[src/core/setce_pkg.sv]
// Shared constants and types of the secure EEPROM command engine
package setce_pkg;
	localparam logic [3:0] UNIV_ADDR = 4'hB;
	localparam logic [7:0] CFG_FACTORY = 8'hFF;
	localparam logic [3:0] OP_WR_USER = 4'h0;
	localparam logic [3:0] OP_RAND_RD = 4'h1;
	localparam logic [3:0] OP_RD_USER = 4'h2;
	localparam logic [3:0] OP_SYS_WR = 4'h4;
	localparam logic [3:0] OP_SYS_RD = 4'h6;
	localparam logic [3:0] OP_VERIFY = 4'h8;
	localparam logic [3:0] OP_PASSWD = 4'hA;
	localparam logic [7:0] SW_CFG = 8'h00;
	localparam logic [7:0] SW_FUSE = 8'h01;
	localparam logic [7:0] SW_CSUM = 8'h02;
	localparam logic [7:0] SW_ZONE = 8'h03;
	localparam logic [7:0] SW_CFG_AT = 8'h08;
	localparam logic [7:0] SW_ZONE_AT = 8'h0B;
	localparam logic [7:0] MAX_LEN = 8'h10;
	localparam logic [7:0] MAX_LEN_AT = 8'h08;
	localparam int CLK_MHZ = 125;
	localparam int T_WR_US = 5000;
	localparam int T_WR_AT_US = 20000;
	localparam int T_CRYPTO_US = 10000;
	localparam int BUSY_WR_CYC = T_WR_US * CLK_MHZ;
	localparam int BUSY_AT_CYC = T_WR_AT_US * CLK_MHZ;
	localparam int BUSY_CR_CYC = T_CRYPTO_US * CLK_MHZ;
	localparam int BUSY_W = 22;
	typedef enum logic [2:0] {
		ST_IDLE = 3'b000,
		ST_RX = 3'b001,
		ST_RACK = 3'b010,
		ST_TX = 3'b011,
		ST_TACK = 3'b100
	} setce_state_t;
endpackage : setce_pkg

[src/core/setce_cmd_engine.sv]
// Command engine of a secure serial EEPROM on a two-wire bus
// Overview of operation
// RL1 - Commands are command, address1, address2, length; sequential read is one byte
// RL2 - A stop condition closes every command and triggers its action
// RL3 - Host polls completion by start plus command byte, repeating until acked
// RL4 - While busy the command byte is not acked; ack means done only
// RL5 - No polling needed after reads or zone selection
// RL6 - Poll after plain writes; encrypted writes are followed by checksum
// RL7 - After verify or password commands poll only with read commands
// RL8 - Ready within 5ms after user write, 20ms with anti-tearing
// RL9 - Checksum busy at most 5ms, 20ms with anti-tearing
// RL10 - Config write busy 5ms, 20ms anti-tearing; fuse write 5ms
// RL11 - Verify and password commands busy at most 10ms
// RL12 - Upper command nibble is the address; universal value always accepted
// RL13 - Low nibble of device config byte is a second accepted address
// RL14 - All bytes travel most significant bit first
// RL15 - User write length at most sixteen, eight in anti-tearing mode
// RL16 - Anti-tearing zone selection applies to every later user write
// RL17 - Host keeps each write inside one sixteen byte page
// RL18 - Crypto mode writes wait for a valid checksum, else discarded
// RL19 - Host sends the checksum as the very next command
// RL20 - Write length byte is not acked when write access is refused
// RL21 - Four write bytes then repeated start latch the read pointer
// RL22 - Sequential read sends byte at pointer, pointer advances per byte
// RL23 - Bytes continue while host acks; a not-ack ends the read
// RL24 - Pointer wraps from last byte of the zone to its first
// RL25 - Sequential read serves config memory or user zone per dummy write
// RL26 - Host bounds its polling attempts and reports a timeout
`timescale 1ns/1ps
`default_nettype none
module setce_cmd_engine #(
	parameter int BUF_DEPTH = 16,
	parameter int USER_AW = 9,
	parameter int CFG_AW = 8,
	parameter int BUSY_WR_CYC = setce_pkg::BUSY_WR_CYC,
	parameter int BUSY_AT_CYC = setce_pkg::BUSY_AT_CYC,
	parameter int BUSY_CR_CYC = setce_pkg::BUSY_CR_CYC
) (
	input wire logic I_REF_CLK,
	input wire logic I_SRST,
	input wire logic I_SCL,
	input wire logic I_SDA,
	output logic O_SDA_OUT,
	output logic O_SDA_OE,
	input wire logic [7:0] I_DEV_CONFIG_BYTE,
	input wire logic I_WRITE_ALLOWED,
	input wire logic I_CRYPTO_MODE,
	input wire logic I_CHECKSUM_VALID,
	input wire logic [7:0] I_MEM_RDATA,
	output logic [15:0] O_MEM_ADDR,
	output logic O_MEM_CFG_SEL,
	output logic O_MEM_WE,
	output logic [7:0] O_MEM_WDATA,
	output logic O_BUSY,
	output logic O_ANTI_TEAR,
	output logic O_WRITE_PENDING,
	output logic O_CRYPTO_RESET
);
	localparam int BI_W = $clog2(BUF_DEPTH);
	localparam int BW = setce_pkg::BUSY_W;
	localparam logic [15:0] USER_MASK = 16'((1 << USER_AW) - 1);
	localparam logic [15:0] CFG_MASK = 16'((1 << CFG_AW) - 1);

	setce_pkg::setce_state_t state_r;
	logic sda_s, scl_rise, scl_fall, start_c, stop_c, busy;
	logic [3:0] bitcnt_r;
	logic [7:0] shreg_r, txsh_r, cmd_r, a1_r, a2_r, device_config_byte_r;
	logic [2:0] idx_r;
	logic cmd_ok_r, tx_go_r, wr_ok_r, host_ack_r, cfg_sel_r, wact_r;
	logic [BI_W:0] dcnt_r, widx_r;
	logic [7:0] buf_r [BUF_DEPTH];
	logic [15:0] ptr_r, wbase_r, ptr_nxt, mask;
	logic busy_go_r;
	logic [BW-1:0] busy_len_r;
	logic byte_done, ack_c, addr_hit, tx_load, end_c;
	logic [7:0] len_max;
	logic [3:0] op;

	setce_twi_sync u_sync (
		.i_clk(I_REF_CLK),
		.i_srst(I_SRST),
		.i_scl(I_SCL),
		.i_sda(I_SDA),
		.o_sda(sda_s),
		.o_scl_rise(scl_rise),
		.o_scl_fall(scl_fall),
		.o_start(start_c),
		.o_stop(stop_c)
	);

	setce_busy_timer #(.W(BW)) u_busy (
		.i_clk(I_REF_CLK),
		.i_srst(I_SRST),
		.i_load(busy_go_r),
		.i_count(busy_len_r),
		.o_busy(busy)
	);

	assign O_BUSY = busy;
	assign op = cmd_r[3:0];
	assign byte_done = (state_r == setce_pkg::ST_RX) && scl_fall &&
		(bitcnt_r == 4'h8);
	assign addr_hit = (shreg_r[7:4] == setce_pkg::UNIV_ADDR) || // RL12
		(shreg_r[7:4] == device_config_byte_r[3:0]); // RL13
	assign len_max = O_ANTI_TEAR ? setce_pkg::MAX_LEN_AT :
		setce_pkg::MAX_LEN;
	assign tx_load = scl_fall && (((state_r == setce_pkg::ST_RACK) &&
		tx_go_r) || ((state_r == setce_pkg::ST_TACK) && host_ack_r));
	assign end_c = stop_c && cmd_ok_r && (idx_r == 3'h4); // RL2
	assign mask = cfg_sel_r ? CFG_MASK : USER_MASK;
	assign ptr_nxt = (ptr_r & ~mask) | ((ptr_r + 16'h0001) & mask); // RL24

	// Acknowledge decision for the byte just shifted in
	always_comb
	begin
		ack_c = 1'b1;
		if (idx_r == 3'h0)
			ack_c = addr_hit && !busy; // RL4
		else if ((idx_r == 3'h3) && (op == setce_pkg::OP_WR_USER))
			ack_c = I_WRITE_ALLOWED && (shreg_r <= len_max); // RL20 RL15
	end

	// Config byte is factory erased until the config store reports it
	always_ff @(posedge I_REF_CLK)
	begin
		if (I_SRST)
			device_config_byte_r <= setce_pkg::CFG_FACTORY;
		else
			device_config_byte_r <= I_DEV_CONFIG_BYTE;
	end

	// Bit level engine; open drain so a one releases the line
	always_ff @(posedge I_REF_CLK)
	begin
		if (I_SRST)
		begin
			state_r <= setce_pkg::ST_IDLE;
			bitcnt_r <= 4'h0;
			shreg_r <= 8'h00;
			txsh_r <= 8'h00;
			host_ack_r <= 1'b0;
			O_SDA_OE <= 1'b0;
			O_SDA_OUT <= 1'b0;
		end
		else if (start_c)
		begin
			state_r <= setce_pkg::ST_RX;
			bitcnt_r <= 4'h0;
			O_SDA_OE <= 1'b0;
		end
		else if (stop_c)
		begin
			state_r <= setce_pkg::ST_IDLE;
			O_SDA_OE <= 1'b0;
		end
		else
		begin
			unique case (state_r)
			setce_pkg::ST_IDLE:
				O_SDA_OE <= 1'b0;
			setce_pkg::ST_RX:
				if (scl_rise && (bitcnt_r != 4'h8))
				begin
					shreg_r <= {shreg_r[6:0], sda_s}; // RL14
					bitcnt_r <= bitcnt_r + 4'h1;
				end
				else if (byte_done)
				begin
					O_SDA_OE <= ack_c;
					state_r <= ack_c ? setce_pkg::ST_RACK : setce_pkg::ST_IDLE;
				end
			setce_pkg::ST_RACK:
				if (scl_fall)
				begin
					bitcnt_r <= 4'h0;
					if (tx_go_r)
					begin
						txsh_r <= I_MEM_RDATA; // RL22
						O_SDA_OE <= ~I_MEM_RDATA[7]; // RL14
						state_r <= setce_pkg::ST_TX;
					end
					else
					begin
						O_SDA_OE <= 1'b0;
						state_r <= setce_pkg::ST_RX;
					end
				end
			setce_pkg::ST_TX:
				if (scl_fall)
				begin
					if (bitcnt_r == 4'h7)
					begin
						O_SDA_OE <= 1'b0;
						state_r <= setce_pkg::ST_TACK;
					end
					else
					begin
						bitcnt_r <= bitcnt_r + 4'h1;
						txsh_r <= {txsh_r[6:0], 1'b0};
						O_SDA_OE <= ~txsh_r[6];
					end
				end
			setce_pkg::ST_TACK:
				if (scl_rise)
					host_ack_r <= ~sda_s;
				else if (scl_fall)
				begin
					bitcnt_r <= 4'h0;
					if (host_ack_r)
					begin
						txsh_r <= I_MEM_RDATA; // RL23
						O_SDA_OE <= ~I_MEM_RDATA[7];
						state_r <= setce_pkg::ST_TX;
					end
					else
						state_r <= setce_pkg::ST_IDLE; // RL23
				end
			default:
				state_r <= setce_pkg::ST_IDLE;
			endcase
		end
	end

	// Byte sequencing; a start aborts the command, which makes a dummy write
	always_ff @(posedge I_REF_CLK)
	begin
		if (I_SRST)
		begin
			idx_r <= 3'h0;
			cmd_r <= 8'h00;
			a1_r <= 8'h00;
			a2_r <= 8'h00;
			cmd_ok_r <= 1'b0;
			tx_go_r <= 1'b0;
			wr_ok_r <= 1'b0;
			dcnt_r <= '0;
		end
		else if (start_c || stop_c)
		begin
			idx_r <= 3'h0;
			cmd_ok_r <= 1'b0;
			tx_go_r <= 1'b0;
		end
		else if (byte_done)
		begin
			if (idx_r != 3'h4)
				idx_r <= idx_r + 3'h1; // RL1
			if (idx_r == 3'h0)
			begin
				cmd_r <= shreg_r;
				cmd_ok_r <= ack_c;
				tx_go_r <= ack_c && (shreg_r[3:0] == setce_pkg::OP_RAND_RD);
			end
			else if (idx_r == 3'h1)
				a1_r <= shreg_r;
			else if (idx_r == 3'h2)
				a2_r <= shreg_r;
			else if (idx_r == 3'h3)
			begin
				tx_go_r <= (op == setce_pkg::OP_RD_USER) ||
					(op == setce_pkg::OP_SYS_RD);
				if (op == setce_pkg::OP_WR_USER)
				begin
					wr_ok_r <= ack_c; // RL20
					dcnt_r <= '0;
				end
			end
			else if ((op == setce_pkg::OP_WR_USER) &&
				(dcnt_r < (BI_W + 1)'(BUF_DEPTH)))
			begin
				buf_r[dcnt_r[BI_W-1:0]] <= shreg_r; // RL18
				dcnt_r <= dcnt_r + (BI_W + 1)'(1);
			end
		end
	end

	// Read pointer and space select; the refused length byte still loads it
	always_ff @(posedge I_REF_CLK)
	begin
		if (I_SRST)
		begin
			ptr_r <= 16'h0000;
			wbase_r <= 16'h0000;
			cfg_sel_r <= 1'b0;
		end
		else if (byte_done && (idx_r == 3'h3))
		begin
			cfg_sel_r <= (op == setce_pkg::OP_SYS_WR) ||
				(op == setce_pkg::OP_SYS_RD); // RL25
			if ((op == setce_pkg::OP_SYS_WR) || (op == setce_pkg::OP_SYS_RD))
				ptr_r <= {8'h00, a2_r}; // RL21
			else
				ptr_r <= {a1_r, a2_r}; // RL21
			if (op == setce_pkg::OP_WR_USER)
				wbase_r <= {a1_r, a2_r};
		end
		else if (tx_load)
			ptr_r <= ptr_nxt; // RL22
	end

	// End-of-command actions: busy time, anti-tearing, crypto hold
	always_ff @(posedge I_REF_CLK)
	begin
		if (I_SRST)
		begin
			busy_go_r <= 1'b0;
			busy_len_r <= '0;
			O_ANTI_TEAR <= 1'b0;
			O_WRITE_PENDING <= 1'b0;
			O_CRYPTO_RESET <= 1'b0;
			wact_r <= 1'b0;
		end
		else
		begin
			busy_go_r <= 1'b0;
			O_CRYPTO_RESET <= 1'b0;
			if (wact_r && (widx_r >= dcnt_r))
				wact_r <= 1'b0;
			// A held write is lost if anything but a checksum follows
			if (byte_done && (idx_r == 3'h0) && ack_c && O_WRITE_PENDING &&
				(shreg_r[3:0] != setce_pkg::OP_SYS_WR))
			begin
				O_WRITE_PENDING <= 1'b0; // RL19
				O_CRYPTO_RESET <= 1'b1;
			end
			else if (end_c)
			begin
				unique case (op)
				setce_pkg::OP_WR_USER:
					if (wr_ok_r && (dcnt_r != '0))
					begin
						if (I_CRYPTO_MODE)
							O_WRITE_PENDING <= 1'b1; // RL18
						else
						begin
							wact_r <= 1'b1;
							busy_go_r <= 1'b1;
							busy_len_r <= O_ANTI_TEAR ? BW'(BUSY_AT_CYC) :
								BW'(BUSY_WR_CYC); // RL8
						end
					end
				setce_pkg::OP_SYS_WR:
				begin
					if (a1_r == setce_pkg::SW_ZONE)
						O_ANTI_TEAR <= 1'b0;
					else if (a1_r == setce_pkg::SW_ZONE_AT)
						O_ANTI_TEAR <= 1'b1; // RL16
					else
					begin
						busy_go_r <= 1'b1;
						busy_len_r <= ((a1_r == setce_pkg::SW_CFG_AT) ||
							((a1_r == setce_pkg::SW_CSUM) && O_ANTI_TEAR)) ?
							BW'(BUSY_AT_CYC) : BW'(BUSY_WR_CYC); // RL9 RL10
					end
					if (O_WRITE_PENDING)
					begin
						O_WRITE_PENDING <= 1'b0;
						if ((a1_r == setce_pkg::SW_CSUM) && I_CHECKSUM_VALID)
							wact_r <= 1'b1; // RL18
						else
							O_CRYPTO_RESET <= 1'b1; // RL18
					end
				end
				setce_pkg::OP_VERIFY, setce_pkg::OP_PASSWD:
				begin
					busy_go_r <= 1'b1;
					busy_len_r <= BW'(BUSY_CR_CYC); // RL11
				end
				default:
					busy_go_r <= 1'b0;
				endcase
			end
		end
	end

	// Programming port; bytes go out one per cycle, far inside the busy time
	always_ff @(posedge I_REF_CLK)
	begin
		if (I_SRST)
		begin
			widx_r <= '0;
			O_MEM_WE <= 1'b0;
			O_MEM_WDATA <= 8'h00;
			O_MEM_ADDR <= 16'h0000;
			O_MEM_CFG_SEL <= 1'b0;
		end
		else if (wact_r && (widx_r < dcnt_r))
		begin
			O_MEM_WE <= 1'b1;
			O_MEM_WDATA <= buf_r[widx_r[BI_W-1:0]];
			O_MEM_ADDR <= (wbase_r & ~USER_MASK) |
				((wbase_r + 16'(widx_r)) & USER_MASK);
			O_MEM_CFG_SEL <= 1'b0;
			widx_r <= widx_r + (BI_W + 1)'(1);
		end
		else
		begin
			widx_r <= wact_r ? widx_r : '0;
			O_MEM_WE <= 1'b0;
			O_MEM_ADDR <= ptr_r;
			O_MEM_CFG_SEL <= cfg_sel_r;
		end
	end

	a_poll_withhold: assert property (@(posedge I_REF_CLK) disable iff (I_SRST)
		byte_done && (idx_r == 3'h0) && busy |=> !O_SDA_OE) // RL4
		else $error("ack given while busy");
	a_univ_addr: assert property (@(posedge I_REF_CLK) disable iff (I_SRST)
		byte_done && (idx_r == 3'h0) && !busy && (shreg_r[7:4] == 4'hB)
		|=> O_SDA_OE) // RL12
		else $error("universal address not acked");
	a_cfg_addr: assert property (@(posedge I_REF_CLK) disable iff (I_SRST)
		byte_done && (idx_r == 3'h0) && !busy &&
		(shreg_r[7:4] == device_config_byte_r[3:0]) |=> O_SDA_OE) // RL13
		else $error("configured address not acked");
	a_len_refuse: assert property (@(posedge I_REF_CLK) disable iff (I_SRST)
		byte_done && (idx_r == 3'h3) && (op == 4'h0) &&
		(!I_WRITE_ALLOWED || (shreg_r > len_max)) |=> !O_SDA_OE) // RL20
		else $error("refused write length acked");
	a_ptr_latch: assert property (@(posedge I_REF_CLK) disable iff (I_SRST)
		byte_done && (idx_r == 3'h3) |=> ptr_r[7:0] == $past(a2_r)) // RL21
		else $error("pointer not latched");
	a_ptr_wrap: assert property (@(posedge I_REF_CLK) disable iff (I_SRST)
		tx_load && !cfg_sel_r && ((ptr_r & USER_MASK) == USER_MASK)
		|=> (ptr_r & USER_MASK) == 16'h0000) // RL24
		else $error("pointer did not wrap");
	a_hold_crypto: assert property (@(posedge I_REF_CLK) disable iff (I_SRST)
		O_WRITE_PENDING |-> !O_MEM_WE) // RL18
		else $error("held write programmed");
	a_busy_bound: assert property (@(posedge I_REF_CLK) disable iff (I_SRST)
		busy_go_r |-> (busy_len_r <= BW'(BUSY_AT_CYC)) ##1 busy) // RL8 RL9
		else $error("busy time out of bound");
	a_antitear_on: assert property (@(posedge I_REF_CLK) disable iff (I_SRST)
		end_c && (op == 4'h4) && (a1_r == 8'h0B) |=> O_ANTI_TEAR [*2]) // RL16
		else $error("anti-tearing not set");
	c_rand_read: cover property (@(posedge I_REF_CLK) disable iff (I_SRST)
		tx_load ##[1:400] tx_load);
	c_crypto_ok: cover property (@(posedge I_REF_CLK) disable iff (I_SRST)
		O_WRITE_PENDING ##[1:1000] O_MEM_WE);
	c_poll_nack: cover property (@(posedge I_REF_CLK) disable iff (I_SRST)
		byte_done && (idx_r == 3'h0) && busy);
endmodule : setce_cmd_engine
`default_nettype wire

[src/core/setce_twi_sync.sv]
// Bus pin synchroniser with clock edge and start/stop detection
`timescale 1ns/1ps
`default_nettype none
module setce_twi_sync (
	input wire logic i_clk,
	input wire logic i_srst,
	input wire logic i_scl,
	input wire logic i_sda,
	output logic o_sda,
	output logic o_scl_rise,
	output logic o_scl_fall,
	output logic o_start,
	output logic o_stop
);
	logic [1:0] scl_sync_r;
	logic [1:0] sda_sync_r;
	logic scl_d_r;
	logic sda_d_r;

	// Idle bus level is high on both lines
	always_ff @(posedge i_clk)
	begin
		if (i_srst)
		begin
			scl_sync_r <= 2'h3;
			sda_sync_r <= 2'h3;
			scl_d_r <= 1'b1;
			sda_d_r <= 1'b1;
		end
		else
		begin
			scl_sync_r <= {scl_sync_r[0], i_scl};
			sda_sync_r <= {sda_sync_r[0], i_sda};
			scl_d_r <= scl_sync_r[1];
			sda_d_r <= sda_sync_r[1];
		end
	end

	assign o_sda = sda_sync_r[1];
	assign o_scl_rise = scl_sync_r[1] & ~scl_d_r;
	assign o_scl_fall = ~scl_sync_r[1] & scl_d_r;
	assign o_start = scl_sync_r[1] & scl_d_r & sda_d_r & ~sda_sync_r[1];
	assign o_stop = scl_sync_r[1] & scl_d_r & ~sda_d_r & sda_sync_r[1];
endmodule : setce_twi_sync
`default_nettype wire

[src/core/setce_busy_timer.sv]
// Down counter that holds busy for a loaded number of cycles
`timescale 1ns/1ps
`default_nettype none
module setce_busy_timer #(
	parameter int W = 22
) (
	input wire logic i_clk,
	input wire logic i_srst,
	input wire logic i_load,
	input wire logic [W-1:0] i_count,
	output logic o_busy
);
	logic [W-1:0] cnt_r;

	always_ff @(posedge i_clk)
	begin
		if (i_srst)
		begin
			cnt_r <= '0;
			o_busy <= 1'b0;
		end
		else if (i_load)
		begin
			cnt_r <= i_count;
			o_busy <= (i_count != '0);
		end
		else if (cnt_r != '0)
		begin
			cnt_r <= cnt_r - W'(1);
			o_busy <= (cnt_r != W'(1));
		end
	end
endmodule : setce_busy_timer
`default_nettype wire

[config.mk]
export PLATFORM = sky130hd
export DESIGN_NAME = setce_cmd_engine
export DESIGN_NICKNAME = d
export VERILOG_FILES = /design/src/core/setce_pkg.sv /design/src/core/setce_cmd_engine.sv /design/src/core/setce_twi_sync.sv /design/src/core/setce_busy_timer.sv
export SDC_FILE = /design/constraint.sdc
export NUM_CORES = 1
export LEC_CHECK = 0
export ABC_AREA = 1
export ABC_CLOCK_PERIOD_IN_PS = 7500
export BUFFER_PORTS_ARGS = -buffer_cell sky130_fd_sc_hd__buf_2
export CORE_ASPECT_RATIO = 1.4
export CORE_MARGIN = 1.5
export CORE_UTILIZATION = 55
export CTS_CLUSTER_SIZE = 24
export DETAILED_ROUTE_END_ITERATION = 8
export GPL_ROUTABILITY_DRIVEN = 0
export PLACE_DENSITY = 0.72
export SLEW_MARGIN = 20
export SYNTH_ARGS = -nofsm -noshare
export SYNTH_HDL_FRONTEND = slang
export SYNTH_SLANG_ARGS = --single-unit
[constraint.sdc]
create_clock -name I_REF_CLK -period 7.5 [get_ports I_REF_CLK]
set_clock_uncertainty 0.2 [all_clocks]
set_input_delay 0.375 -clock I_REF_CLK [delete_from_list [all_inputs] [get_ports I_REF_CLK]]
set_output_delay 0.375 -clock I_REF_CLK [all_outputs]
set_load 0.1 [all_outputs]
==> impl_metrics.toml <==
[outcome]
outcome = "finished, final reports clean"

[placed_design]
detailed_place_hpwl_microns = 20400
io_buffers = 49

[floorplan]
floorplan.core_area_sq_um = 22700
die-width_microns = 132
floorplan.rows = 65
floorplan.die.height_microns = 183
pin_count = 55
dieArea_sq_um = 24200
initial_utilization = 0.563

[sta]
slew_viol_final = 0
final.period_utilization = 0.446
fin_setup_tns_ns = 0
rsz0062_at_grt = "no"
max_slew_margin = 0.321
finalCriticalPeriod_ns = 3.35
hold_slack_ns = 0.0459
fmax_mhz = 299
finalHoldViolCount = 0
final-setup-viol-count = 0
worst-slew-pin-transition_ns = 1.02

[critical_path]
worstSetupStartpointType = "flop"
worstPathCellList = "inv_1, buf_4, ha_1, inv_1, nand2_1, nand2_1, inv_1, nand2_1, inv_1, nand2_1, o21ai_0"
worstSetupEndpointType = "flop"
worstPathArrival_ns = 3.60
crit_path_max_incr_delay_ns = 0.68
critPathRequiredTime_ns = 7.75
slowest_stage = "sky130_fd_sc_hd__inv_1"
crit_buf_inv = 5
crit_type = "flop to flop"
r2r-start = "widx_r[0]$_SDFFE_PP0P_"
timing.critical_path.max_delay_family = "buffers and inverters"
critPathMaxFanout = 56
setup.worst_path.start = "widx_r[0]$_SDFFE_PP0P_"

[drt]
drt-total-wl_microns = 31000
remaining_drc_errors = 0
final_antenna_net_count = 0
first_pass_iters = 5
first_iteration_detailed_routing_drc_count = 648
post_drt_via_cell_ratio = 5.60
wirelength_per_cell_microns = 17.1
vias = 10100

[synthesis]
synth_nets = 1491
syn_area_per_cell_sq_um = 8.88
synth-edff-count = 128
synth_cells = 1440
yosysWarningCount = 0
synth-seq-area-share = 0.556
postSynthRegisterBits = 291
yosys_most_used_dff = "sky130_fd_sc_hd__dfxtp_1"
asyncSetResetFlopFracSynth = 0
synth.lib_cells_used.distinct = 52
netlist_area_sq_um = 12800

[hold_path]
timing.hold.worst.class = "input pin to flop"
min-delay-start = "I_MEM_RDATA[5]"

[global_route]
overflow = 0
track_usage = 0.258
first_global_vias = 9933
number_of_antenna_violations_at_the_first_check_in_global_routing = 0
grt_pass1_wl_microns = 49800
maximum_number_of_pins_on_one_net_before_global_route_repair = 66

[clock_tree]
clock_insertion_delay_worst_skew_ns = 0.53
depth_of_the_cts_h_tree = 1
cts_setup_buffers = 0
path_clk_slew_ns = 0.07
cts-root-buf = "sky130_fd_sc_hd__clkbuf_16"
ctsLongestPathBuffers = 3
numClockSinks = 291
cts_tree = "done"
tritoncts_buffer_count = 28

[final_layout]
area_growth_syn_to_layout_pct = 11.8
insertedDiodeCount = 0
final_net_count = 1538
drive_gt1_frac = 0.0941
layout_commonest_cell = "sky130_fd_sc_hd__nand2_1"
layout_common_cells = "sky130_fd_sc_hd__nand2_1 (296), sky130_fd_sc_hd__nor2_1 (191), sky130_fd_sc_hd__dfxtp_1 (162)"

[power_and_ir_drop]
power.leakage_uw = 0.00565
p_per_area_nw_per_um2 = 271
vdd_drop_max_mv = 0.325

[run]
cap_viol_max_count = 0
## metal layers
| layer | up-vias | global-route usage | share of wire |
|---|---|---|---|
| met2 | 254 | 0.501 | 0.53 |
| met3 | 84 | 0.0246 | 0.038 |
| met5 | - | 0 | 0 |
| li1 | 4966 | - | - |
| met1 | 4837 | 0.283 | 0.39 |
| met4 | 0 | 0.115 | 0.046 |
## cells in the mapped netlist (all sizes together), types with 19 or more instances
master	count	area share
dfxtp	163	0.26
o21ai	132	0.052
nor2	194	0.058
o221ai	30	0.021
edfxtp	128	0.30
inv	136	0.040
clkbuf	32	0.0094
nor3	20	0.010
buf	19	0.0083
ha	27	0.026
nand2	297	0.087
a21oi	91	0.036
nand3	69	0.031
## where the power goes
part / switching [uW] / leakage, uW / internal (uW)
clock: 599 / 0.000438 / 815
combinational: 437 / 0.00282 / 229
sequential: 73.3 / 0.00238 / 1720
total: 1110 / 0.00565 / 2760
## final timing paths
kind                                     endpoint  slack (ns)  cells after the start
setup / recovery         O_MEM_ADDR[4]$_SDFF_PP0_        4.15                     11
hold / removal             txsh_r[5]$_SDFFE_PP0P_        0.05                      5
setup reg to reg         O_MEM_ADDR[4]$_SDFF_PP0_        4.15                     11
hold reg to reg   u_sync.sda_sync_r[1]$_SDFF_PP1_        0.21                      1
## what timing repair did
action / 4_1_cts / 5_1_grt
hold buffers: 11 / 0
resized for setup: 0 / 0
hold endpoints to repair: 11 / 0
## through the flow
step	utilization	setup WS (ns)	power, uW	cells	area [sq um]
2_1_floorplan	-	5.03	2340	1440	12800
3_3_place_gp	0.583	4.19	2460	1746	13200
3_5_place_dp	0.583	4.14	2480	1746	13200
4_1_cts	0.629	4.17	3880	1809	14300
5_1_grt	0.630	3.86	4070	1810	14300
6_report	0.630	4.15	3870	1810	14300
## worst reg2reg max path, delay by kind of cell, from the launching register on
kind,cells,cell delay (ns)
AO/OA/AOI/OAI,1,0.18
adder cells (fa/ha/maj),1,0.27
buffers and inverters,5,1.81
flip-flops,1,0.36
AND/OR/NAND/NOR,4,0.47
## kinds of logic after synthesis
logic type               synth area share
AO/OA/AOI/OAI                       0.137
other                            0.000293
AND/OR/NAND/NOR                     0.206
XOR/XNOR                           0.0151
buffers and inverters              0.0581
adder cells (fa/ha/maj)            0.0280
flip-flops                          0.556
## registers in the layout, summed over array words and instances, names as in the netlist, 3 cells and up, named ones only
name / flops
shreg_r: 8
idx_r: 3
buf_r: 128
a1_r: 8
u_busy.cnt_r: 22
state_r: 3
a2_r: 8
ptr_r: 15
device_config_byte_r: 4
dcnt_r: 5
busy_len_r: 6
O_MEM_ADDR: 16
bitcnt_r: 4
cmd_r: 4
txsh_r: 7
wbase_r: 16
O_MEM_WDATA: 8
widx_r: 5
## cell type report
cell class,instances,area [sq um]
timing repair buffer,68,419
fill,1890,8400
tap,301,377
sequential,291,7110
clock buffer,33,741
inverter,137,517
clock inverter,19,193
multi-input combinational,961,4930
No activity file was read; power rests on OpenSTA's default activity.
